## src/smc_pkg.sv

```systemverilog
// Constants, types and register layout of the standby mode controller
//
// Behaviour
// - Halt instruction enters the state chosen by the standby field; 00 halt, 01 stop.
// - CPU-only halt stops execution; peripherals and oscillator keep running.
// - Idle keeps only the oscillator running; CPU and peripherals stop.
// - Full stop halts every internal circuit including the oscillator.
// - Interrupt wake from stop waits 2^14 or 2^16 oscillator periods first.
// - Idle or stop is left only by reset, non-maskable or external pin.
// - Pin wake arriving during the three-clock entry is held pending.
// - On wake with a pending request, higher priority is serviced first.
// - In halt, request level at least the mask ends halt with interrupt processing.
// - In halt, with mask above level, only the external pin resumes execution.
// - Idle or stop wakes on non-maskable or external pin, then interrupt processing.
// - Drive bit clear floats outputs in stop; set keeps outputs driving.
// - Enabled output-function pins pick pull direction from function data in stop.
// - Input-function pins pick pull direction from the port register only.
// - Input-gate-disabled pins switch their input gate off in stop.
package smc_pkg;

  // ==========================================================================
  // Register map
  localparam logic [7:0] ADDR_MODE   = 8'h5C;
  localparam logic [7:0] ADDR_STATUS = 8'h60;
  localparam logic [7:0] MODE_RESET  = 8'h80;

  localparam int BIT_WDOG_EN    = 7;
  localparam int BIT_WDOG_PER_H = 6;
  localparam int BIT_WDOG_PER_L = 5;
  localparam int BIT_WARM       = 4;
  localparam int BIT_SEL_HI     = 3;
  localparam int BIT_SEL_LO     = 2;
  localparam int BIT_RST_LINK   = 1;
  localparam int BIT_DRIVE      = 0;

  // ==========================================================================
  // Standby field encodings
  localparam logic [1:0] SEL_HALT = 2'h0;
  localparam logic [1:0] SEL_STOP = 2'h1;
  localparam logic [1:0] SEL_IDLE = 2'h2;

  // ==========================================================================
  // Timing, oscillator periods equal core clock periods
  localparam int unsigned CLK_HZ             = 10_000_000;
  localparam int unsigned OSC_HZ             = 10_000_000;
  localparam int unsigned WARM_SHORT_PERIODS = 16384;
  localparam int unsigned WARM_LONG_PERIODS  = 65536;
  localparam int unsigned ENTER_PERIODS      = 3;
  localparam int unsigned WARM_SHORT_CYCLES  = WARM_SHORT_PERIODS * (CLK_HZ / OSC_HZ);
  localparam int unsigned WARM_LONG_CYCLES   = WARM_LONG_PERIODS * (CLK_HZ / OSC_HZ);
  localparam int unsigned ENTER_CYCLES       = ENTER_PERIODS * (CLK_HZ / OSC_HZ);
  localparam int          CNT_W              = 17;
  localparam logic [2:0]  NMI_LEVEL          = 3'h7;
  localparam int          PINS               = 8;

  // ==========================================================================
  // Types
  typedef enum logic [2:0] {
    ST_RUN   = 3'b000,
    ST_ENTER = 3'b001,
    ST_HALT  = 3'b010,
    ST_IDLE  = 3'b011,
    ST_STOP  = 3'b100,
    ST_WARM  = 3'b101,
    ST_SVC1  = 3'b110,
    ST_SVC2  = 3'b111
  } smc_state_t;

  typedef struct packed {
    logic       nmi;
    logic [2:0] level;
  } smc_svc_t;

endpackage

```

## src/smc_down_counter.sv

```systemverilog
// Loadable down counter with a one-cycle expiry flag
`timescale 1ns/1ps
`default_nettype none
module smc_down_counter #(
  parameter int W = 17
) (
  input  wire logic         clk,
  input  wire logic         rst,
  input  wire logic         load,
  input  wire logic [W-1:0] load_val,
  output logic              busy,
  output logic              done
);
  logic [W-1:0] cnt_reg;
  logic [W-1:0] cnt_next;
  logic [W-1:0] one;

  assign one      = {{(W-1){1'b0}}, 1'b1};
  assign busy     = (cnt_reg != '0);
  assign done     = busy && (cnt_reg == one) && !load;
  assign cnt_next = load ? load_val : (busy ? cnt_reg - one : cnt_reg);

  always_ff @(posedge clk) begin
    if (rst) begin
      cnt_reg <= '0;
    end else begin
      cnt_reg <= cnt_next;
    end
  end
endmodule
`default_nettype wire

```

## src/smc_standby_ctrl.sv

```systemverilog
// Standby mode controller top: mode register, power state machine, pin states
//
// Design decision made here: the APB interface to the registers.
`timescale 1ns/1ps
`default_nettype none
module smc_standby_ctrl #(
  parameter int unsigned WARM_SHORT = smc_pkg::WARM_SHORT_CYCLES,
  parameter int unsigned WARM_LONG  = smc_pkg::WARM_LONG_CYCLES
) (
  input  wire logic                    CORE_CLK,
  input  wire logic                    SYS_RST,
  input  wire logic                    PSEL,
  input  wire logic                    PENABLE,
  input  wire logic                    PWRITE,
  input  wire logic [7:0]              PADDR,
  input  wire logic [31:0]             PWDATA,
  output logic      [31:0]             PRDATA,
  output logic                         PREADY,
  output logic                         PSLVERR,
  input  wire logic                    HALT_EXEC,
  input  wire logic                    IRQ_VALID,
  input  wire logic [2:0]              IRQ_LEVEL,
  input  wire logic                    NMI_REQ,
  input  wire logic                    EXT_WAKE,
  input  wire logic [2:0]              EXT_LEVEL,
  input  wire logic [2:0]              INT_MASK,
  output logic                         CPU_RUN_EN,
  output logic                         PERIPH_CLK_EN,
  output logic                         OSC_EN,
  output logic                         SYS_CLK_EN,
  output logic                         SVC_VALID,
  output smc_pkg::smc_svc_t            SVC,
  output logic                         RESUME,
  output logic                         WDOG_EN,
  output logic      [1:0]              WDOG_PERIOD,
  output logic                         WDOG_RST_LINK,
  input  wire logic [smc_pkg::PINS-1:0] PORT_DATA,
  input  wire logic [smc_pkg::PINS-1:0] PORT_DIR_OUT,
  input  wire logic [smc_pkg::PINS-1:0] PORT_LATCH,
  input  wire logic [smc_pkg::PINS-1:0] PIN_FUNC_SEL,
  input  wire logic [smc_pkg::PINS-1:0] FUNC_DATA,
  input  wire logic [smc_pkg::PINS-1:0] GATE_DIS_MASK,
  output logic      [smc_pkg::PINS-1:0] PIN_O,
  output logic      [smc_pkg::PINS-1:0] PIN_OE,
  output logic      [smc_pkg::PINS-1:0] PIN_PULL_UP,
  output logic      [smc_pkg::PINS-1:0] PIN_IN_GATE
);
  import smc_pkg::*;

  // ==========================================================================
  // Register bus
  logic [7:0]  mode_reg;
  logic        pready_reg;
  logic [31:0] prdata_reg;
  logic        pslverr_reg;
  logic        access;
  logic        wr_take;
  logic        hit_mode;
  logic        hit_status;
  logic [31:0] rd_mux;
  logic [7:0]  status_word;
  smc_state_t  state_reg;
  smc_state_t  state_next;
  logic        pend_valid_reg;
  logic        pend_valid_next;
  smc_svc_t    pend_reg;
  smc_svc_t    pend_next;
  smc_svc_t    cur_reg;
  smc_svc_t    cur_next;
  logic        stop_tgt_reg;
  logic        stop_tgt_next;

  // One wait state keeps every bus output straight from a flop
  assign access      = PSEL && PENABLE;
  assign wr_take     = access && pready_reg && PWRITE;
  assign hit_mode    = (PADDR == ADDR_MODE);
  assign hit_status  = (PADDR == ADDR_STATUS);
  assign status_word = {pend_reg.level, pend_reg.nmi, pend_valid_reg, state_reg};
  assign rd_mux      = hit_mode   ? {24'h00_0000, mode_reg} :
                       hit_status ? {24'h00_0000, status_word} : 32'h0000_0000;

  always_ff @(posedge CORE_CLK) begin
    if (SYS_RST) begin
      pready_reg  <= 1'b0;
      prdata_reg  <= 32'h0000_0000;
      pslverr_reg <= 1'b0;
    end else begin
      pready_reg  <= access && !pready_reg;
      prdata_reg  <= rd_mux;
      pslverr_reg <= access && !pready_reg && !(hit_mode || hit_status);
    end
  end

  // Status register is read only; writes there are dropped
  always_ff @(posedge CORE_CLK) begin
    if (SYS_RST) begin
      mode_reg <= MODE_RESET;
    end else if (wr_take && hit_mode) begin
      mode_reg <= PWDATA[7:0];
    end
  end

  assign PREADY  = pready_reg;
  assign PRDATA  = prdata_reg;
  assign PSLVERR = pslverr_reg;

  // ==========================================================================
  // Wake qualification
  logic [1:0]      sel;
  logic            halt_ok;
  logic            ext_ok;
  logic            stby_wake;
  smc_svc_t        halt_req;
  smc_svc_t        stby_req;
  logic            pend_first;
  smc_svc_t        first_svc;
  smc_svc_t        second_svc;
  logic            warm_load;
  logic            enter_load;
  logic            warm_done;
  logic            enter_done;
  logic [CNT_W-1:0] warm_val;

  assign sel    = {mode_reg[BIT_SEL_HI], mode_reg[BIT_SEL_LO]};
  assign ext_ok = EXT_WAKE && (EXT_LEVEL >= INT_MASK);
  assign halt_ok = NMI_REQ || ext_ok || (IRQ_VALID && (IRQ_LEVEL >= INT_MASK));
  assign halt_req = NMI_REQ ? smc_svc_t'{nmi: 1'b1, level: NMI_LEVEL} :
                    ext_ok  ? smc_svc_t'{nmi: 1'b0, level: EXT_LEVEL} :
                              smc_svc_t'{nmi: 1'b0, level: IRQ_LEVEL};
  // Only the two pins wake idle or stop
  assign stby_wake = NMI_REQ || ext_ok;
  assign stby_req  = NMI_REQ ? smc_svc_t'{nmi: 1'b1, level: NMI_LEVEL} :
                               smc_svc_t'{nmi: 1'b0, level: EXT_LEVEL};

  // Priority compare; the older request wins a tie
  assign pend_first = pend_valid_next && (pend_next.level >= cur_next.level);
  assign first_svc  = pend_first ? pend_next : cur_next;
  assign second_svc = pend_first ? cur_next : pend_next;

  // Warm-up length from the warm bit
  assign warm_val = mode_reg[BIT_WARM] ? CNT_W'(WARM_LONG) : CNT_W'(WARM_SHORT);

  smc_down_counter #(.W(CNT_W)) u_enter_cnt (
    .clk      (CORE_CLK),
    .rst      (SYS_RST),
    .load     (enter_load),
    .load_val (CNT_W'(ENTER_CYCLES)),
    .busy     (),
    .done     (enter_done)
  );

  smc_down_counter #(.W(CNT_W)) u_warm_cnt (
    .clk      (CORE_CLK),
    .rst      (SYS_RST),
    .load     (warm_load),
    .load_val (warm_val),
    .busy     (),
    .done     (warm_done)
  );

  // ==========================================================================
  // Power state machine
  logic resume_next;

  always_comb begin
    state_next      = state_reg;
    pend_valid_next = pend_valid_reg;
    pend_next       = pend_reg;
    cur_next        = cur_reg;
    stop_tgt_next   = stop_tgt_reg;
    resume_next     = 1'b0;
    warm_load       = 1'b0;
    enter_load      = 1'b0;
    unique case (state_reg)
      ST_RUN: begin
        if (HALT_EXEC) begin
          // Standby field decode; 11 acts as plain halt
          if (sel == SEL_STOP || sel == SEL_IDLE) begin
            state_next    = ST_ENTER;
            stop_tgt_next = (sel == SEL_STOP);
            enter_load    = 1'b1;
          end else begin
            state_next = ST_HALT;
          end
        end
      end
      ST_ENTER: begin
        // Pin event during entry is kept, not acted on
        if ((NMI_REQ || EXT_WAKE) && !pend_valid_reg) begin
          pend_valid_next = 1'b1;
          pend_next       = NMI_REQ ? smc_svc_t'{nmi: 1'b1, level: NMI_LEVEL} :
                                      smc_svc_t'{nmi: 1'b0, level: EXT_LEVEL};
        end
        if (enter_done) begin
          state_next = stop_tgt_reg ? ST_STOP : ST_IDLE;
        end
      end
      ST_HALT: begin
        if (halt_ok) begin
          cur_next   = halt_req;
          state_next = ST_SVC1;
        end else if (EXT_WAKE) begin
          // Masked pin resumes after the halt, no processing
          resume_next = 1'b1;
          state_next  = ST_RUN;
        end
      end
      ST_IDLE: begin
        if (stby_wake) begin
          cur_next   = stby_req;
          state_next = ST_SVC1;
        end
      end
      ST_STOP: begin
        if (stby_wake) begin
          // Clock stays off until warm-up expires
          cur_next   = stby_req;
          warm_load  = 1'b1;
          state_next = ST_WARM;
        end
      end
      ST_WARM: begin
        if (warm_done) begin
          state_next = ST_SVC1;
        end
      end
      ST_SVC1: begin
        state_next = pend_valid_reg ? ST_SVC2 : ST_RUN;
      end
      ST_SVC2: begin
        pend_valid_next = 1'b0;
        state_next      = ST_RUN;
      end
    endcase
  end

  always_ff @(posedge CORE_CLK) begin
    if (SYS_RST) begin
      state_reg      <= ST_RUN;
      pend_valid_reg <= 1'b0;
      pend_reg       <= '0;
      cur_reg        <= '0;
      stop_tgt_reg   <= 1'b0;
    end else begin
      state_reg      <= state_next;
      pend_valid_reg <= pend_valid_next;
      pend_reg       <= pend_next;
      cur_reg        <= cur_next;
      stop_tgt_reg   <= stop_tgt_next;
    end
  end

  // ==========================================================================
  // Enables and service outputs, registered from the next state
  logic            cpu_en_next;
  logic            per_en_next;
  logic            osc_en_next;
  logic            clk_en_next;
  logic            svc_valid_next;
  smc_svc_t        svc_next;
  logic            stop_pins;

  assign cpu_en_next    = (state_next == ST_RUN) || (state_next == ST_SVC1) ||
                          (state_next == ST_SVC2);
  assign per_en_next    = !((state_next == ST_IDLE) || (state_next == ST_STOP) ||
                            (state_next == ST_WARM));
  assign osc_en_next    = (state_next != ST_STOP);
  assign clk_en_next    = per_en_next;
  assign svc_valid_next = (state_next == ST_SVC1) || (state_next == ST_SVC2);
  assign svc_next       = (state_next == ST_SVC2) ? second_svc : first_svc;
  assign stop_pins      = (state_next == ST_STOP) || (state_next == ST_WARM);

  always_ff @(posedge CORE_CLK) begin
    if (SYS_RST) begin
      CPU_RUN_EN    <= 1'b1;
      PERIPH_CLK_EN <= 1'b1;
      OSC_EN        <= 1'b1;
      SYS_CLK_EN    <= 1'b1;
      SVC_VALID     <= 1'b0;
      SVC           <= '0;
      RESUME        <= 1'b0;
    end else begin
      CPU_RUN_EN    <= cpu_en_next;
      PERIPH_CLK_EN <= per_en_next;
      OSC_EN        <= osc_en_next;
      SYS_CLK_EN    <= clk_en_next;
      SVC_VALID     <= svc_valid_next;
      SVC           <= svc_valid_next ? svc_next : '0;
      RESUME        <= resume_next;
    end
  end

  assign WDOG_EN       = mode_reg[BIT_WDOG_EN];
  assign WDOG_PERIOD   = {mode_reg[BIT_WDOG_PER_H], mode_reg[BIT_WDOG_PER_L]};
  assign WDOG_RST_LINK = mode_reg[BIT_RST_LINK];

  // ==========================================================================
  // Pin states
  logic [PINS-1:0] drv_data;
  logic [PINS-1:0] oe_next;
  logic [PINS-1:0] pull_next;
  logic [PINS-1:0] gate_next;
  logic            drive;

  assign drive    = mode_reg[BIT_DRIVE];
  assign drv_data = (PIN_FUNC_SEL & FUNC_DATA) | (~PIN_FUNC_SEL & PORT_DATA);
  // Floating outputs in stop unless drive bit set
  assign oe_next  = (stop_pins && !drive) ? '0 : PORT_DIR_OUT;
  // Pull direction source per pin use
  assign pull_next = ((PIN_FUNC_SEL & PORT_DIR_OUT) & FUNC_DATA) |
                     (~(PIN_FUNC_SEL & PORT_DIR_OUT) & PORT_LATCH);
  // Gate-disabled pins cut their input in stop
  assign gate_next = stop_pins ? ~GATE_DIS_MASK : '1;

  // Pins stay registered so they move with the enables, a cycle after inputs
  always_ff @(posedge CORE_CLK) begin
    if (SYS_RST) begin
      PIN_O       <= '0;
      PIN_OE      <= '0;
      PIN_PULL_UP <= '0;
      PIN_IN_GATE <= '1;
    end else begin
      PIN_O       <= drv_data;
      PIN_OE      <= oe_next;
      PIN_PULL_UP <= pull_next;
      PIN_IN_GATE <= gate_next;
    end
  end

  // ==========================================================================
  // Checks
  int unsigned warm_len;
  always_ff @(posedge CORE_CLK) begin
    if (SYS_RST || state_reg != ST_WARM) begin
      warm_len <= 0;
    end else begin
      warm_len <= warm_len + 1;
    end
  end

  AST_SEL_HALT: assert property (@(posedge CORE_CLK) disable iff (SYS_RST)
    (state_reg == ST_RUN && HALT_EXEC && sel == SEL_HALT) |=> (state_reg == ST_HALT))
    else $error("halt field 00 did not enter halt");
  AST_SEL_STOP: assert property (@(posedge CORE_CLK) disable iff (SYS_RST)
    (state_reg == ST_RUN && HALT_EXEC && sel == SEL_STOP)
      |=> (state_reg == ST_ENTER)[*3] ##1 (state_reg == ST_STOP))
    else $error("field 01 did not reach stop after three entry cycles");
  AST_SEL_IDLE: assert property (@(posedge CORE_CLK) disable iff (SYS_RST)
    (state_reg == ST_RUN && HALT_EXEC && sel == SEL_IDLE)
      |=> ##3 (state_reg == ST_IDLE))
    else $error("field 10 did not reach idle");
  AST_HALT_EN: assert property (@(posedge CORE_CLK) disable iff (SYS_RST)
    (state_reg == ST_HALT) |-> (!CPU_RUN_EN && PERIPH_CLK_EN && OSC_EN))
    else $error("halt enables wrong");
  AST_IDLE_EN: assert property (@(posedge CORE_CLK) disable iff (SYS_RST)
    (state_reg == ST_IDLE) |-> (OSC_EN && !PERIPH_CLK_EN && !CPU_RUN_EN))
    else $error("idle enables wrong");
  AST_STOP_EN: assert property (@(posedge CORE_CLK) disable iff (SYS_RST)
    (state_reg == ST_STOP) |-> (!OSC_EN && !SYS_CLK_EN && !PERIPH_CLK_EN))
    else $error("stop enables wrong");
  AST_WARM_LEN: assert property (@(posedge CORE_CLK) disable iff (SYS_RST)
    (state_reg == ST_WARM) |-> (!SYS_CLK_EN && warm_len < warm_val))
    else $error("warm-up clock hold wrong or too long");
  AST_NO_WAKE: assert property (@(posedge CORE_CLK) disable iff (SYS_RST)
    (state_reg == ST_IDLE && !NMI_REQ && !EXT_WAKE) |=> (state_reg == ST_IDLE))
    else $error("idle left without a pin wake");
  AST_PEND: assert property (@(posedge CORE_CLK) disable iff (SYS_RST)
    (state_reg == ST_ENTER && (NMI_REQ || EXT_WAKE)) |=> pend_valid_reg)
    else $error("entry wake not held pending");
  AST_TWO_SVC: assert property (@(posedge CORE_CLK) disable iff (SYS_RST)
    (state_reg == ST_SVC1 && pend_valid_reg) |-> SVC_VALID ##1 SVC_VALID)
    else $error("pending request not serviced second");
  AST_RESUME: assert property (@(posedge CORE_CLK) disable iff (SYS_RST)
    (state_reg == ST_HALT && EXT_WAKE && !halt_ok) |=> (RESUME && !SVC_VALID))
    else $error("masked pin did not resume");
  AST_FLOAT: assert property (@(posedge CORE_CLK) disable iff (SYS_RST)
    (state_reg == ST_STOP && !drive && !$past(wr_take)) |-> (PIN_OE == '0))
    else $error("outputs driven in stop with drive bit clear");
endmodule
`default_nettype wire

```

## config.mk

```make
export PLATFORM = sky130hd
export DESIGN_NAME = smc_standby_ctrl
export DESIGN_NICKNAME = d
export VERILOG_FILES = /design/src/smc_pkg.sv /design/src/smc_down_counter.sv /design/src/smc_standby_ctrl.sv
export SDC_FILE = /design/constraint.sdc
export NUM_CORES = 1
export LEC_CHECK = 0
export ABC_AREA = 1
export BUFFER_PORTS_ARGS = -buffer_cell sky130_fd_sc_hd__buf_2
export CORE_ASPECT_RATIO = 0.75
export CORE_MARGIN = 4
export CORE_UTILIZATION = 45
export DETAILED_ROUTE_END_ITERATION = 16
export PLACE_DENSITY_LB_ADDON = 0.12
export SYNTH_ARGS = -nofsm -noshare
export SYNTH_HDL_FRONTEND = slang
export SYNTH_HIERARCHICAL = 1
export SYNTH_SLANG_ARGS = --single-unit
```

## constraint.sdc

```tcl
create_clock -name CORE_CLK -period 4.21 [get_ports CORE_CLK]
set_input_delay 0.2105 -clock CORE_CLK [delete_from_list [all_inputs] [get_ports CORE_CLK]]
set_output_delay 0.2105 -clock CORE_CLK [all_outputs]
set_load 0.1 [all_outputs]
```

==> results by group <==
Status
  • Outcome: finished clean

Clock tree
  • Worst-Skew Late Latency: about 0.36 ns
  • Inserted Clock Buffers: 9
  • Clk sink count: approximately 110
  • Root Driver: clkbuf_16
  • H-tree lvl count: 3
  • Setup bufs post-CTS: 0
  • TritonCTS clock tree: done
  • CTS resizes: 0
  • Clk slew on worst S/H paths: about 0.08 ns
  • Bufs on Longest Clock Path: 2

Drt
  • Final ANT Viol Nets: 0
  • DR iter-0 viols: roughly 290
  • Residual DRC: 0
  • Wirelength, routed: 14700 um
  • DR pass1 iterations: 5
  • Via count: 5405
  • Vias per std cell: 4.64
  • DR WL/cell: about 13 um

Synthesis
  • Synth top area share: 0.368
  • Xor and xnor area share after synthesis: 0.0182
  • Synth Area in Compound Gates: 0.0844
  • Post-synthesis async set-or-reset flop share: 0
  • Synthesized area per cell: about 7.0 sq um
  • Synth cell types: 40
  • Largest family of logic cells by synthesized area: simple AND/OR/NAND/NOR gates
  • Synth Area in Adders: 0.0304
  • Commonest cells in the netlist: nand2_1, nor2_1, dfxtp_1
  • Synth area leaders: dfxtp_1, nand2_1, nor2_1
  • Seq/Total Area, Yosys: 0.368
  • Synthesis-stage register bit count: between 100 and 150
  • Syn. warnings: 6
  • EDFF count, synth: 0
  • Biggest area consumer among synthesized cells: dfxtp_1
  • Most common cell in the netlist: nand2_1
  • Cells after Synth: between 800 and 900
  • Mux contribution to synthesized area: 0
  • Post-synth top flop: dfxtp_1
  • Synth Area in Simple Gates: 0.378
  • Syn Std Cell Area: ~5800 sq um

Timing
  • Final Hold Slack: 0.0110 ns
  • Worst Skew: roughly 0.017 ns
  • Fmax: between 300 and 400 MHz
  • Hold Vio Cnt, Final: 0
  • Worst-Margin Slew: roughly 0.78 ns
  • Max-slew violations: 0
  • Final worst setup slack: roughly 1.1 ns
  • Tmin final: ~3.1 ns
  • Slew headroom: 0.482
  • Period utilisation layout: 0.741
  • Post-route setup TNS: 0 ns
  • RSZ-0062 raised after global routing: false
  • # setup viols final: 0

Floorplanning
  • Core area: 12400 sq um
  • Initial Utilization: 0.465
  • Die width: ~140 um
  • Die ar.: ~15000 sq um
  • Die height: approximately 110 um
  • # rows: 35
  • I/O Pins: 186

Critical path
  • Crit path DAT: about 3.4 ns
  • CP endpoint kind: flip-flop
  • Critical R2R Capture: PIN_IN_GATE[0]
  • Crit-path max FO: 18
  • FF-to-FF Start: state_reg[2]
  • R2R cell count: 15
  • Max stage delay cell, worst path: dfxtp_1
  • Internal reg-to-reg setup slack: ~1.1 ns
  • Critical Path Sink: PIN_IN_GATE[0]
  • Crit Path Category: flip-flop to flip-flop
  • Startpoint Class: flip-flop
  • Most used cell, CP: nand2_1
  • Buf+Inv Stages, Crit Path: 2
  • Critical Path Start: state_reg[2]
  • CP Depth: 15
  • Crit-path leading delay family: simple AND/OR/NAND/NOR gates
  • Crit-path cells: nor2_4 > nand2_1 > nor3_1 > buf_4 > inv_1 > nand2_4 > nor2_1 > nand2_1 > o21ai_0 > nor2_1 > nand3b_1 > nor2_2 > nand3_2 > nor3_4 > nand2_1
  • Required @ worst endpoint: about 4.4 ns
  • Slowest stage delay, CP: ~0.6 ns

Pwr
  • Pwr Total: around 5.2 mW
  • Switching power total: between 2 and 3 mW
  • Combinational Power Share: 0.559
  • Sw frac: 0.515
  • Seq pwr share: 0.277
  • Power per cell area: 742 nW/um^2
  • P_leak: approximately 3.6 nW
  • Int Pwr: roughly 2.5 mW
  • VDD IR max: around 0.36 mV
  • Clock Power Share: 0.164

Placed design
  • PortBufs: around 140
  • Routability Congestion: between 0.8 and 0.9
  • Pre-CTS WS: about 1.1 ns
  • DP Area: between 6000 and 7000 sq um
  • Placed insts: ~1100
  • HPWL Detailed: about 11000 um

Global routing
  • GRT Total Usage: 0.200
  • Initial antenna violation count: 0
  • First-pass GRT wire length: between 20000 and 25000 um
  • Largest net degree at the start of global routing: 38
  • Total grt overflow: 0
  • Vias in the first global route: about 5000

Layout
  • Multi-input logic area: 3160 sq um
  • # diodes: 0
  • Share of layout cells above drive strength 1: 0.219
  • Fin util: 0.562
  • Nets: about 1100
  • P&R area growth vs syn: 20.7%
  • Fillcell total: 1237
  • Final std cells w/o fill: 1165
  • Register area: approximately 2100 sq um
  • Finished Cell Area: a little under 7000 sq um

Worst hold path
  • Min-delay worst type: input port to flip-flop

Job
  • Max Cap Violations: 0
## cells in the final DEF, fill, tap and decap left out, drive strengths merged, types with 9 or more instances in the layout
cell and count:
nand2 216, buf 141, nor2 131, inv 111, dfxtp 106, nand3 65, conb 56, a21oi 48
o21ai 28, nand4 16, ha 14, xor2 12, nor3 11, clkbuf 9
## repair_timing
action / CTS / global route
hold buffers: 3 / 2
endpoints found under the setup margin: 0 / 0
endpoints found under the hold margin: 3 / 2
## cell families (layout without fill, tap and decap cells)
family,count (synthesis),in the layout
AND/OR/NAND/NOR,451,451
AO/OA/AOI/OAI,88,88
other,2,56
buffers and inverters,152,272
flip-flops,106,106
adder cells (fa/ha/maj),14,14
XOR/XNOR,12,12
## worst min path at each step
stage                     endpoint  slack, ns  cells past startpoint        startpoint
floorplan           PIN_IN_GATE[0]       0.28                      1  GATE_DIS_MASK[0]
global placement    PIN_IN_GATE[3]       0.38                      2  GATE_DIS_MASK[3]
detailed placement  PIN_IN_GATE[4]       0.38                      2  GATE_DIS_MASK[4]
CTS                 PIN_IN_GATE[6]     0.0009                      2  GATE_DIS_MASK[6]
global route        PIN_IN_GATE[3]      0.005                      2  GATE_DIS_MASK[3]
finish              PIN_IN_GATE[3]       0.01                      2  GATE_DIS_MASK[3]
## cell type report
| type | instances | area share |
|---|---|---|
| repair buffers | 146 | 0.110 |
| clock inverters | 7 | 0.00989 |
| flip-flops and latches | 106 | 0.305 |
| well taps | 166 | 0.0298 |
| clock buffers | 9 | 0.0324 |
| multi-input cells | 621 | 0.454 |
| inverters | 110 | 0.0593 |
## power by group through the flow
stage	Combinational, mW	Clock, mW	Sequential (mW)
floorplan	2.03	0	1.80
global placement	2.85	0	1.45
detailed placement	2.87	0	1.44
CTS	2.89	0.868	1.43
global route	3.24	0.903	1.46
finish	2.89	0.847	1.43
## routing by layer
metal,vias up,part of all wire,track usage
met2,150,0.43,0.318
met5,-,0,0
li1,2869,-,-
met4,0,0.015,0.0510
met3,17,0.072,0.0612
met1,2369,0.48,0.268
No activity file was read; power rests on OpenSTA's default activity.
